## config.mk

```make
export PLATFORM = sky130hd
export DESIGN_NAME = wrap_timer
export DESIGN_NICKNAME = d
export VERILOG_FILES = /design/src/wrap_timer_pkg.sv /design/src/wrap_prescaler.sv /design/src/wrap_timer.sv
export VERILOG_INCLUDE_DIRS = /design/src
export SDC_FILE = /design/constraint.sdc
export NUM_CORES = 1
export LEC_CHECK = 0
export ABC_AREA = 0
export BUFFER_PORTS_ARGS = -buffer_cell sky130_fd_sc_hd__buf_2
export CORE_UTILIZATION = 47
export CTS_CLUSTER_SIZE = 24
export DETAILED_ROUTE_END_ITERATION = 10
export PLACE_DENSITY = 0.66
export SLEW_MARGIN = 5
export SYNTH_ARGS = -nofsm -noshare
export SYNTH_HDL_FRONTEND = slang
export SYNTH_SLANG_ARGS = --single-unit
```

## constraint.sdc

```tcl
create_clock -name i_sys_clk -period 3.3 [get_ports i_sys_clk]
set_clock_uncertainty 0.1 [all_clocks]
set_input_delay 0.33 -clock i_sys_clk [delete_from_list [all_inputs] [get_ports i_sys_clk]]
set_output_delay 0.33 -clock i_sys_clk [all_outputs]
set_load 0.01 [all_outputs]
```

## src/wrap_timer_defines.svh

```systemverilog
// Notes on behaviour
// Eight-bit up-counter, free-running or modulo
// Fixed-rate clock is reference divided by two
// Keeps counting in wait; irq can wake
// Stop mode halts counting unconditionally
// Reset restores defaults; interrupt exit resumes
// Debug mode suspends counting; resumes held value
// External pin synchronised; at most quarter bus
// Overflow flag bit 7 sets on wrap
// Flag clears by read-then-write-zero sequence
// Counter clear or limit write clears flag
// Enabled flag drives interrupt; reset clears enable
// Software clears flag before setting enable
// Bit 5 write-one clears counter, reads zero
// Halt bit 4 holds count; reset sets
// Source field 5:4 selects four clocks
// Source change keeps present count
// Prescale 3:0 divides by power of two
// Prescale change keeps present count
// Reset clears source and prescale fields
// Count register read-only, resets zero
// Increment to limit, wrap to zero
// Limit write clears counter and flag
// Overflow mid-sequence abandons the flag clear
// Two-stage sync then edge detect pin; code syncs through three stages, second and third must agree
`ifndef WRAP_TIMER_DEFINES_SVH
`define WRAP_TIMER_DEFINES_SVH
`define ADDR_STATUS_CONTROL 4'h0
`define ADDR_CLOCK_CONFIG 4'h4
`define ADDR_CURRENT_COUNT 4'h8
`define ADDR_WRAP_LIMIT 4'hc
`define BIT_OVERFLOW 7
`define BIT_IRQ_ENABLE 6
`define BIT_COUNT_CLEAR 5
`define BIT_COUNT_HALT 4
`define SRC_HI 5
`define SRC_LO 4
`define PS_HI 3
`define PS_LO 0
`define PS_MAX 4'h8
`define RESET_BYTE 8'h00
`define RESET_CONTROL 8'h10
`endif

```

## src/wrap_timer_pkg.sv

```systemverilog
package wrap_timer_pkg;
  typedef enum logic [1:0] {SRC_BUS, SRC_FIXED, SRC_PIN_FALL, SRC_PIN_RISE} clock_source_t;
  typedef struct packed {
    logic [3:0] adr;
    logic we;
    logic sel;
    logic [7:0] dat;
  } bus_req_t;
endpackage

```

## src/wrap_prescaler.sv

```systemverilog
`timescale 1ns/1ns
`include "wrap_timer_defines.svh"
module wrap_prescaler
  import wrap_timer_pkg::*;
#(
  parameter int WIDTH = 8
)
(
  input wire logic i_sys_clk,
  input wire logic i_reset,
  input wire logic i_tick,
  input wire logic i_clear,
  input wire logic [3:0] i_prescale_select,
  output logic o_tick
);
  // Taps and saturation assume an eight-stage divider
  if (WIDTH != 8)
  begin : g_bad_width
    $error("prescaler width must be 8");
  end

  logic [WIDTH-1:0] div_q;
  logic [WIDTH-1:0] div_d;
  logic [WIDTH:0] full_count;
  logic [3:0] ps_eff;
  logic [WIDTH-1:0] mask;
  logic tap_hit;

  // Codes above eight divide by 256
  assign ps_eff = (i_prescale_select > `PS_MAX) ? `PS_MAX : i_prescale_select;
  assign full_count = ({{WIDTH{1'b0}}, 1'b1} << ps_eff) - {{WIDTH{1'b0}}, 1'b1};
  assign mask = full_count[WIDTH-1:0];
  // Divider not reset on change, so a prescale change never clears the count
  assign tap_hit = ((div_q & mask) == mask);
  assign div_d = i_clear ? '0 : (i_tick ? div_q + {{(WIDTH-1){1'b0}}, 1'b1} : div_q);

  always_ff @(posedge i_sys_clk)
  begin
    if (i_reset)
      div_q <= '0;
    else
      div_q <= div_d;
  end

  assign o_tick = i_tick && tap_hit;
endmodule // wrap_prescaler

```

## src/wrap_timer.sv

```systemverilog
`timescale 1ns/1ns
`include "wrap_timer_defines.svh"
module wrap_timer
  import wrap_timer_pkg::*;
(
  input wire logic i_sys_clk,
  input wire logic i_reset,
  input wire logic i_wb_cyc,
  input wire logic i_wb_stb,
  input wire logic i_wb_we,
  input wire logic [3:0] i_wb_adr,
  input wire logic [0:0] i_wb_sel,
  input wire logic [7:0] i_wb_dat,
  output logic [7:0] o_wb_dat,
  output logic o_wb_ack,
  input wire logic i_ref_fixed_clock,
  input wire logic i_ext_count_clock_pin,
  input wire logic i_stop_mode,
  input wire logic i_debug_active,
  output logic o_irq
);
  bus_req_t req;
  logic ack_q;
  logic [7:0] rdat_q;
  logic [7:0] rdat_d;
  logic [7:0] count_q;
  logic [7:0] count_d;
  logic [7:0] limit_q;
  logic [5:0] clk_cfg_q;
  logic flag_q;
  logic flag_d;
  logic irq_en_q;
  logic halt_q;
  logic armed_q;
  logic armed_d;
  logic irq_q;
  logic [2:0] pin_sync_q;
  logic pin_level_q;
  logic fixed_div_q;
  logic [2:0] ref_sync_q;
  logic ref_level_q;

  assign req = '{adr: i_wb_adr, we: i_wb_we, sel: i_wb_sel[0], dat: i_wb_dat};

  wire access = i_wb_cyc && i_wb_stb && !ack_q;
  wire wr_en = access && req.we && req.sel;
  wire rd_en = access && !req.we;
  wire hit_sc = req.adr == `ADDR_STATUS_CONTROL;
  wire hit_clk = req.adr == `ADDR_CLOCK_CONFIG;
  wire hit_cnt = req.adr == `ADDR_CURRENT_COUNT;
  wire hit_lim = req.adr == `ADDR_WRAP_LIMIT;
  wire wr_sc = wr_en && hit_sc;
  wire wr_lim = wr_en && hit_lim;
  wire do_clear = (wr_sc && req.dat[`BIT_COUNT_CLEAR]) || wr_lim;
  wire [7:0] sc_view = {flag_q, irq_en_q, 1'b0, halt_q, 4'h0};

  assign rdat_d = hit_sc ? sc_view :
                  hit_clk ? {2'b00, clk_cfg_q} :
                  hit_cnt ? count_q :
                  hit_lim ? limit_q : `RESET_BYTE;

  // Pin: three stages; second and third must agree before a change counts
  wire pin_stable = pin_sync_q[1] == pin_sync_q[2];
  wire pin_next = pin_stable ? pin_sync_q[2] : pin_level_q;
  wire pin_rise = pin_next && !pin_level_q;
  wire pin_fall = !pin_next && pin_level_q;
  // Reference clock is slow; its divide-by-two toggles on each rising edge
  wire ref_stable = ref_sync_q[1] == ref_sync_q[2];
  wire ref_next = ref_stable ? ref_sync_q[2] : ref_level_q;
  wire ref_rise = ref_next && !ref_level_q;
  wire fixed_tick = ref_rise && fixed_div_q;

  wire [1:0] src_code = clk_cfg_q[`SRC_HI:`SRC_LO];
  clock_source_t src;
  assign src = clock_source_t'(src_code);
  wire src_tick = (src == SRC_BUS) ? 1'b1 :
                  (src == SRC_FIXED) ? fixed_tick :
                  (src == SRC_PIN_FALL) ? pin_fall : pin_rise;
  // Wait mode is not an input: counting goes on regardless
  wire running = !halt_q && !i_stop_mode && !i_debug_active;
  logic count_tick;

  wrap_prescaler #(.WIDTH(8)) u_prescaler (
    .i_sys_clk(i_sys_clk),
    .i_reset(i_reset),
    .i_tick(src_tick && running),
    .i_clear(do_clear),
    .i_prescale_select(clk_cfg_q[`PS_HI:`PS_LO]),
    .o_tick(count_tick)
  );

  wire at_limit = (limit_q != `RESET_BYTE) && (count_q == limit_q);
  wire overflow = count_tick && (at_limit || (count_q == 8'hff));

  assign count_d = do_clear ? `RESET_BYTE :
                   count_tick ? (at_limit ? `RESET_BYTE : count_q + 8'h01) : count_q;

  // Read of set flag arms; later overflow disarms, so the zero write is ignored
  assign armed_d = overflow ? 1'b0 :
                   (rd_en && hit_sc && flag_q) ? 1'b1 :
                   (wr_sc ? 1'b0 : armed_q);
  assign flag_d = overflow ? 1'b1 :
                  do_clear ? 1'b0 :
                  (wr_sc && armed_q && !req.dat[`BIT_OVERFLOW]) ? 1'b0 : flag_q;

  always_ff @(posedge i_sys_clk)
  begin
    if (i_reset)
    begin
      pin_sync_q <= 3'h0;
      ref_sync_q <= 3'h0;
    end
    else
    begin
      pin_sync_q <= {pin_sync_q[1:0], i_ext_count_clock_pin};
      ref_sync_q <= {ref_sync_q[1:0], i_ref_fixed_clock};
    end
  end

  always_ff @(posedge i_sys_clk)
  begin
    if (i_reset)
    begin
      pin_level_q <= 1'b0;
      ref_level_q <= 1'b0;
      fixed_div_q <= 1'b0;
      count_q <= `RESET_BYTE;
      limit_q <= `RESET_BYTE;
      clk_cfg_q <= 6'h00;
      flag_q <= 1'b0;
      irq_en_q <= 1'b0;
      halt_q <= 1'b1;
      armed_q <= 1'b0;
      irq_q <= 1'b0;
      ack_q <= 1'b0;
      rdat_q <= `RESET_BYTE;
    end
    else
    begin
      pin_level_q <= pin_next;
      ref_level_q <= ref_next;
      fixed_div_q <= fixed_div_q ^ ref_rise;
      count_q <= count_d;
      flag_q <= flag_d;
      armed_q <= armed_d;
      irq_q <= flag_d && (wr_sc ? req.dat[`BIT_IRQ_ENABLE] : irq_en_q);
      ack_q <= access;
      if (rd_en)
        rdat_q <= rdat_d;
      if (wr_lim)
        limit_q <= req.dat;
      if (wr_en && hit_clk)
        clk_cfg_q <= req.dat[5:0];
      if (wr_sc)
      begin
        irq_en_q <= req.dat[`BIT_IRQ_ENABLE];
        halt_q <= req.dat[`BIT_COUNT_HALT];
      end
    end
  end

  assign o_wb_ack = ack_q;
  assign o_wb_dat = rdat_q;
  assign o_irq = irq_q;

  a_ack_one_cycle: assert property (@(posedge i_sys_clk) disable iff (i_reset)
    o_wb_ack |=> !o_wb_ack) else $error("ack held too long");
  a_halt_holds: assert property (@(posedge i_sys_clk) disable iff (i_reset)
    halt_q && !do_clear |=> $stable(count_q)) else $error("count moved while halted");
  a_stop_holds: assert property (@(posedge i_sys_clk) disable iff (i_reset)
    i_stop_mode && !do_clear |=> $stable(count_q)) else $error("count moved in stop");
  a_debug_holds: assert property (@(posedge i_sys_clk) disable iff (i_reset)
    i_debug_active && !do_clear |=> $stable(count_q)) else $error("count moved in debug");
  a_clear_zero: assert property (@(posedge i_sys_clk) disable iff (i_reset)
    do_clear |=> count_q == 8'h00 && (!flag_q || $past(overflow))) else $error("clear failed");
  a_wrap_sets_flag: assert property (@(posedge i_sys_clk) disable iff (i_reset)
    overflow && !do_clear |=> flag_q && count_q == 8'h00) else $error("wrap missed flag");
  a_limit_bound: assert property (@(posedge i_sys_clk) disable iff (i_reset)
    limit_q != 8'h00 && count_q <= limit_q && !wr_lim |=> count_q <= limit_q) else $error("count passed limit");
  a_irq_follows: assert property (@(posedge i_sys_clk) disable iff (i_reset)
    flag_q && irq_en_q |-> o_irq) else $error("irq missing");
  a_bus_run: assert property (@(posedge i_sys_clk) disable iff (i_reset)
    src == SRC_BUS && running && clk_cfg_q[3:0] == 4'h0 && !do_clear && !at_limit && count_q != 8'hff
    |=> count_q == $past(count_q) + 8'h01) else $error("bus clock count stalled");
  a_abandon_clear: assert property (@(posedge i_sys_clk) disable iff (i_reset)
    overflow ##1 (wr_sc && !req.dat[`BIT_COUNT_CLEAR]) |=> flag_q) else $error("flag lost");
  c_wrap: cover property (@(posedge i_sys_clk) overflow && limit_q != 8'h00);
  c_flag_clear: cover property (@(posedge i_sys_clk) flag_q ##1 !flag_q);
  c_pin_rise: cover property (@(posedge i_sys_clk) src == SRC_PIN_RISE && pin_rise && running);
endmodule // wrap_timer

```

== Yosys cells after proc, flatten, opt, wreduce, memory -nomap -nowiden ==
Cells that the tools add are included.

* Flip-flop bits (word level): 53
* Input bits: 22
* Output and inout port bits: 10

* Add/sub/neg operators: 3
* Magnitude comparators: 1
* Equality and inequality tests: 10
* Shift-type cells: 1
* Muxes and demuxes: 17
* Bitwise gates (word level): 2
* Reduce and logical (&&, ||, !) cells: 41

{| class="wikitable"
|+ Operator list
! operator !! count
|-
| 2-to-1 mux 8 bit || 5
|-
| logical AND 1 bit || 24
|-
| adder 8 x 1 -> 8 bit, second input constant || 2
|-
| == test 8 bit || 2
|-
| 2-to-1 mux 1 bit || 11
|-
| logical NOT 1 bit || 9
|-
| AND 8 bit || 1
|-
| == test 4 bit, second input constant || 2
|-
| == test 8 bit, second input constant || 1
|-
| nonzero test 8 bit || 1
|-
| left shift 1 x 4 -> 8 bit, first input constant || 1
|-
| subtractor 8 x 1 -> 8 bit, second input constant || 1
|-
| == test 4 x 3 -> 1 bit, second input constant || 1
|-
| > comparator 4 bit, second input constant || 1
|-
| logical NOT 4 bit || 1
|-
| 2-to-1 mux 4 bit || 1
|-
| OR reduction 2 bit || 2
|-
| == test 1 bit || 2
|-
| == test 2 x 1 -> 1 bit, second input constant || 1
|-
| == test 2 bit, second input constant || 1
|-
| logical NOT 2 bit || 1
|-
| logical OR 1 bit || 2
|-
| nonzero test 2 bit || 1
|-
| XOR 1 bit || 1
|}

== Longest topological paths before layout ==
Gate-level depths: netlist of run 1.

* Depth in word-level cells: 12
* Gate-level depth with buffers: 11

== Hierarchy ==
A second synthesis of run 1 with hierarchy kept.

* Cells, all modules: 290
* Area total of the unflattened synthesis: 2598.7 um^2

{| class="wikitable"
|+ By module, submodules not included
! module !! times used !! cells each !! area an instance (um^2) !! sequential area each (um^2)
|-
| wrap_timer || 1 || 231 || 2112.0 || 900.9
|-
| wrap_prescaler || 1 || 59 || 486.7 || 160.2
|}

== Worst setup path after synthesis of run 1 ==
Ideal clock, no wire load.

* Path type: reg2reg
* Start: reg clk_cfg_q[3]
* End: reg count_q[7]
* Library setup time: 0.096 ns
* Arrival time: 2.304 ns
* Required time: 3.104 ns
* Slack: 0.800 ns
* Stages on the path, launching flop included: 10
* Buffers on the path: 1
* Clock period less this slack: 2.500 ns
* Path through: dfxtp_1 clkbuf_1 nor3_1 nand2b_1 ha_1 xor2_1 a221oi_1 nand3_4 or3_4 o41ai_2

* Longest elaborated chain between the ends: 7

{| class="wikitable"
|+ RTL lines
! item !! RTL line !! text
|-
| start, declared || wrap_timer.sv:29 || <nowiki>logic [5:0] clk_cfg_q;</nowiki>
|-
| start signal, assigned || wrap_timer.sv:153 || <nowiki>clk_cfg_q <= req.dat[5:0];</nowiki>
|-
| > comparator 4 bit (no source line) || n/a ||
|-
| 2-to-1 mux 4 bit (*) || wrap_prescaler.sv:30 || <nowiki>assign ps_eff = (i_prescale_select > `PS_MAX) ? `PS_MAX : i_prescale_select;</nowiki>
|-
| left shift 1 x 4 -> 8 bit (*) || wrap_prescaler.sv:31 || <nowiki>assign full_count = ({{WIDTH{1'b0}}, 1'b1} << ps_eff) - {{WIDTH{1'b0}}, 1'b1};</nowiki>
|-
| subtractor 8 x 1 -> 8 bit (*) || wrap_prescaler.sv:31 ||
|-
| AND 8 bit || wrap_prescaler.sv:34 || <nowiki>assign tap_hit = ((div_q & mask) == mask);</nowiki>
|-
| == test 8 bit (*) || wrap_prescaler.sv:34 ||
|-
| logical AND 1 bit (*) || wrap_prescaler.sv:45 || <nowiki>assign o_tick = i_tick && tap_hit;</nowiki>
|-
| end signal, assigned || wrap_timer.sv:127 || <nowiki>count_q <= `RESET_BYTE;</nowiki>
|-
| end signal, assigned || wrap_timer.sv:143 || <nowiki>count_q <= count_d;</nowiki>
|-
| end, declared || wrap_timer.sv:26 || <nowiki>logic [7:0] count_q;</nowiki>
|}

Mark *: on every way between the ends. The rest lies on a longest branch, timed or not.
A chain may end at the register's enable or synchronous reset.

== Worst setup path after layout of run 1 ==
* Start: reg clk_cfg_q[1]
* End: reg count_q[5]

Same word-level chain as after synthesis.

==> results of run 1 <==
[routing by layer]
| metal | track usage | up-vias |
|---|---|---|
| li1 | - | 1090 |
| met1 | 0.277 | 1009 |
| met2 | 0.341 | 30 |
| met3 | 0.0479 | 6 |
| met4 | 0.0654 | 0 |
| met5 | 0 | - |
[area by class of cell]
cell class	count	area share
clock buffer	5	0.0236
inverter	6	0.00772
multi-input combinational	219	0.497
clock inverter	3	0.0223
sequential	53	0.364
tap	70	0.0300
timing repair buffer	32	0.0557
[cells by family (layout without fill, tap and decap cells)]
group                    Yosys count  count (layout)  share of synthesized area
buffers and inverters             23              46                     0.0333
adder cells (fa/ha/maj)            4               4                     0.0193
AO/OA/AOI/OAI                     62              62                      0.170
flip-flops                        53              53                      0.409
multiplexers                      17              17                     0.0734
AND/OR/NAND/NOR                  121             121                      0.243
XOR/XNOR                          15              15                     0.0507
[registers in the layout, summed over array words and instances (netlist names), 3 cells and up]
register and count:
clk_cfg_q 6, count_q 8, limit_q 8, o_wb_dat 8
pin_sync_q 3, ref_sync_q 3, u_prescaler.div_q 8
[stage by stage]
step | instance area, µm² | util | total power [mW] | instances | hold WS, ns
2_1_floorplan | 2590 | - | 0.690 | 295 | 0.314
3_3_place_gp | 2780 | 0.535 | 0.713 | 380 | 0.324
3_5_place_dp | 2780 | 0.535 | 0.714 | 380 | 0.328
4_1_cts | 2920 | 0.561 | 1.23 | 388 | 0.121
5_1_grt | 2920 | 0.561 | 1.26 | 388 | 0.146
6_report | 2920 | 0.561 | 1.22 | 388 | 0.123
[final timing paths]
| path | cells after the start | to | slack, ns | from |
|---|---|---|---|---|
| max reg2reg | 8 | count_q[5] | 0.53 | clk_cfg_q[1] |
| min reg2reg | 1 | ref_sync_q[1] | 0.35 | ref_sync_q[0] |
| max | 8 | count_q[5] | 0.53 | clk_cfg_q[1] |
| min | 2 | ref_sync_q[0] | 0.12 | i_ref_fixed_clock |
[cell usage after synthesis, types with 2 or more instances]
library cell,instances
dfxtp_1,53
nor2_1,40
nand2_1,25
a21oi_1,22
clkbuf_1,16
xor2_1,12
mux2i_1,10
nor2b_1,10
a22oi_1,8
nand3_1,8
and3_1,7
o21ai_0,7
inv_1,6
mux2_2,6
a31oi_1,4
ha_1,4
nand4_1,4
nor3_1,4
o211ai_1,4
or4b_1,4
nor4_1,3
o41ai_2,3
or3_1,3
xnor2_1,3
or2_2,2
[worst max-delay path, cell delays in order, from the launching register on]
cell and delay, ns:
dfxtp_1 0.38, nor3_1 0.27, nand2b_1 0.13, ha_1 0.27
xor2_1 0.17, a221oi_1 0.41, nand3_4 0.23, or3_4 0.47
o41ai_2 0.26
[power by group]
group	internal, mW	switching, mW	leakage (nW)
clock network	0.301	0.216	0.0681
registers	0.643	0.00261	0.428
logic	0.0188	0.0346	0.718
total	0.963	0.253	1.21
==> out/qor.yml, run 1 <==
drt:
  antenna_left: 0
  remaining_drc_errors: 0
  wl_met1_um: 2760
  vias_per_cell: 5.50
  wl_met3_um: 166
  wl_per_cell_um: 14.4
  highest_layer: "met4"
  routed-wl-met2_um: 2580
  dr.pass1.iters: 4
  drt_iter0_drc: 122
  wl_um: 5580
  vias: 2135
worst_hold_path:
  hold_path_class: "in -> reg"
cells_and_area:
  multi_input_area_um2: 1450
  seqCellArea_um2: 1060
  final_cell_mix: "dfxtp_1, nor2_1, buf_2"
  areaGrowthSynthToFinish_pct: 12.6
  num_antenna_cells: 0
  drive_gt1_frac: 0.186
  final_common_cell: "dfxtp_1"
  final_nets: 343
  nFillCells: 501
sta:
  timing.final.ws_setup_ns: 0.527
  clock.fmax_mhz: 361
  period_share: 0.840
  fin_setup_tns_ns: 0
  final_hold_viol_count: 0
  grt_setup_unrepaired: "no"
  min_period_ns: 2.77
  setup_violations: 0
  tightestPinTransition_ns: 0.723
  max_slew_margin: 0.517
  slew_viol_final: 0
yosys:
  synthArstFlopShare: 0
  synth-seq-cells: 53
  ys_seq_area_frac: 0.409
  netlist_instances: 295
  synth_fp_nets: 321
  synthFlopType: "dfxtp_1"
  ys_warn_count: 0
  yosysTopAreaCell: "dfxtp_1"
  netlist.area_leader.share: 0.409
  yosysUniqueCellTypes: 52
  synth_top_cells_by_area: "dfxtp_1, nor2_1, a21oi_1"
  synth.avg_cell_area_um2: 8.78
  synth_area_um2: 2590
  synth_edf_count: 0
run_status:
  status: "finished clean"
clocking:
  htree_levels: 2
  clk_latency_ns: 0.31
  path_clk_slew_ns: 0.09
  cts_hold_buffers: 0
  post_cts_resize_count: 0
  cts_sinks: 53
  numCtsBuffers: 5
  cts_tree: "done"
  cts_buffer_depth: 2
  post-cts-setup-buffer-count: 0
  root_buffer: "clkbuf_8"
global_route:
  antenna_found_initial: 0
  grt-ovfl-total: 0
  grt_usage: 0.211
  grt_max_degree: 40
  grt_pass1_vias: 2145
  grt_pass1_wl_um: 9860
floorplanning:
  pin_count: 32
  fp.dieH_um: 76.3
  die_x_um: 76.3
  dieArea_um2: 5810
  rows: 26
  start_util: 0.498
  core_um2: 5200
placed_design:
  dp_hpwl_um: 3960
  io_buffers: 31
  pre_cts_slack_ns: 0.543
  routabilityCongestion: 0.793
power_and_ir_drop:
  vdd_ir_drop_max_v: 0.000311
  p_per_area_nw_per_um2: 417
  p_leak_nw: 1.21
critical_path:
  required_ns: 3.43
  worstPathMaxFanout: 16
  startpoint_type: "flop"
  crit_type: "reg -> reg"
  cp-end-kind: "flop"
  critPathArrivalTime_ns: 2.90
flow_run:
  cap_violations: 0
Note: power is estimated with default switching activity, not from simulation.
==> run 2, diff against run 1 <==
- ABC_AREA: 0 -> 1
- PLACE_DENSITY: 0.66 -> 0.65
- clock period: 3.3 -> 2.6 ns (I/O delays scaled with it)
==> run 2 against run 1 <==
Die area is 8.2% higher. Area after synthesis increased by 8.4%. Flip-flop and latch count unchanged. Final cell count increased by 27%. Clock power increased by 13%. Hold slack worse by 0.077 ns. Non-clock buffer count unchanged. Synthesized cell count increased by 32%.
==> out/qor.yml, run 2 <==
run_status:
  status: "finished clean"
clocking:
  cts_buffer_depth: 2  # unchanged
  root_buffer: "clkbuf_8"
  post-cts-setup-buffer-count: 0  # unchanged
  htree_levels: 2  # unchanged
  numCtsBuffers: 5  # unchanged
  cts_sinks: 53  # unchanged
  path_clk_slew_ns: 0.10  # about the same
  cts_hold_buffers: 0  # unchanged
  cts_tree: "done"
  clk_latency_ns: 0.31  # about the same
  post_cts_resize_count: 0  # unchanged
cells_and_area:
  nFillCells: 572  # +14%
  drive_gt1_frac: 0.207  # +0.0211
  fin_cells: 493  # +27%
  num_antenna_cells: 0  # unchanged
  final_nets: 446  # +30%
  stdcell_area_um2: 3130  # +7.4%
  final_common_cell: "nand2_1"
  areaGrowthSynthToFinish_pct: 11.5
  final_cell_mix: "nand2_1, inv_1, dfxtp_1"
drt:
  vias_per_cell: 5.03  # -8.6%
  wl_per_cell_um: 12.0  # -17%
  antenna_left: 0  # unchanged
  vias: 2479  # +16%
  remaining_drc_errors: 0  # unchanged
  dr.pass1.iters: 6  # +2
  wl_um: 5920  # +6.1%
  drt_iter0_drc: 103  # -16%
power_and_ir_drop:
  p_per_area_nw_per_um2: 475  # +14%
  power_mw: 1.49  # +22%
  p_leak_nw: 1.26  # +3.9%
  vdd_ir_drop_max_v: 0.000343  # +10%
placed_design:
  place_area_um2: 3020  # +8.4%
  io_buffers: 31  # unchanged
  routabilityCongestion: 0.811  # +2.3%
  dp_hpwl_um: 4620  # +17%
  dp.cells: 485  # +28%
floorplanning:
  pin_count: 32  # unchanged
  start_util: 0.498  # about the same
  dieArea_um2: 6290  # +8.2%
  die_x_um: 79.3  # +4.0%
  rows: 27  # +3.8%
  fp.dieH_um: 79.3  # +4.0%
  core_um2: 5640  # +8.4%
sta:
  clock.fmax_mhz: 504  # +40%
  slew_viol_final: 0  # unchanged
  grt_setup_unrepaired: "no"
  period_share: 0.763  # -0.0774
  tightestPinTransition_ns: 0.446  # -0.277 ns
  max_slew_margin: 0.703  # +0.185
  setup_violations: 0  # unchanged
  fin_setup_tns_ns: 0  # unchanged
  final_hold_viol_count: 0  # unchanged
  min_period_ns: 1.98  # -0.789 ns
global_route:
  grt-ovfl-total: 0  # unchanged
  grt_max_degree: 22  # -45%
  grt_pass1_vias: 2260  # +5.4%
  grt_usage: 0.211  # about the same
  grt_pass1_wl_um: 10300  # +4.4%
  antenna_found_initial: 0  # unchanged
yosys:
  synthFlopType: "dfxtp_1"
  synth.avg_cell_area_um2: 7.20  # -18%
  synthArstFlopShare: 0  # unchanged
  yosysTopAreaCell: "dfxtp_1"
  synth_edf_count: 0  # unchanged
  synthTopCellsByCount: "nand2_1, inv_1, dfxtp_1"
  yosysUniqueCellTypes: 36  # -31%
  synth.most_common_cell: "nand2_1"
  netlist.area_leader.share: 0.378  # -0.0317
  synth_area_um2: 2810  # +8.4%
  synth_fp_nets: 416  # +30%
  ys_warn_count: 0  # unchanged
  ys_seq_area_frac: 0.378  # -0.0317
  synth-seq-cells: 53  # unchanged
  synth_top_cells_by_area: "dfxtp_1, nand2_1, inv_1"
  netlist_instances: 390  # +32%
critical_path:
  required_ns: 2.71  # -0.72 ns
  crit_family: "simple AND/OR/NAND/NOR gates"
  cp-end-kind: "flop"
  worstPathMaxFanout: 10  # -6
  crit_buf_inv: 0  # unchanged
  critPathArrivalTime_ns: 2.09  # -0.81 ns
  cp_slowest_cell: "dfxtp_1"
  cp_cell_sequence: "nor2_1 -> nand3_1 -> ha_1 -> nor2_1 -> a21oi_1 -> nand2_1 -> a21oi_2 -> nand2_2 -> nor2_8 -> nand2_1 -> nand2_1 -> nor2_1"
  startpoint_type: "flop"
  crit_type: "reg -> reg"
  slowest_delay_ns: 0.38  # -0.09 ns
flow_run:
  cap_violations: 0  # unchanged
worst_hold_path:
  hold_path_class: "in -> reg"
==> run 2: final timing paths <==
check	startpoint	end	slack, ns	cells past startpoint
worst max-delay path	clk_cfg_q[3]	count_q[1]	0.62	12
worst min-delay path	i_ref_fixed_clock	ref_sync_q[0]	0.05	3
worst max register to register	clk_cfg_q[3]	count_q[1]	0.62	12
worst min register to register	pin_sync_q[0]	pin_sync_q[1]	0.31	2
==> run 2: logic make-up (layout without fill, tap and decap cells) <==
kind of cell             after synthesis  in the layout  share of synthesized area
buffers and inverters                 73            104                      0.102
AO/OA/AOI/OAI                         82             82                      0.167
XOR/XNOR                              14             14                     0.0437
AND/OR/NAND/NOR                      164            164                      0.292
flip-flops                            53             53                      0.378
adder cells (fa/ha/maj)                4              4                     0.0178
==> run 2: per-stage QoR <==
| step | setup WS, ns | utilization | hold slack (ns) |
|---|---|---|---|
| 2_1_floorplan | 0.792 | - | 0.267 |
| 3_3_place_gp | 0.680 | 0.535 | 0.291 |
| 3_5_place_dp | 0.628 | 0.535 | 0.297 |
| 4_1_cts | 0.600 | 0.555 | 0.0289 |
| 5_1_grt | 0.388 | 0.555 | 0.0279 |
| 6_report | 0.617 | 0.555 | 0.0456 |
==> run 2: area by class of cell <==
type	count	area (µm²)	area share
Timing Repair Buffer	32	163	0.0519
Tap cell	72	90.1	0.0288
Clock inverter	3	47.5	0.0152
Multi-Input combinational cell	264	1460	0.466
Inverter	64	241	0.0771
Clock buffer	5	68.8	0.0220
Sequential cell	53	1060	0.339
==> run 2: tightest hold or removal path, stage by stage <==
cell,delay (ns)
buf_2,0.10
inv_1,0.04
nor2_1,0.03
==> run 2: layer usage <==
metal  wire (µm)  GRT usage  up-vias
met5           0          0        -
met1        2930      0.275     1115
met2        2750      0.343       42
met3         181     0.0414        4
li1            -          -     1318
met4          58     0.0782        0
==> run 2: power breakdown <==
group	internal, mW	switching [mW]
Combinational	0.0282	0.0539
Clock	0.294	0.291
Sequential	0.817	0.00284
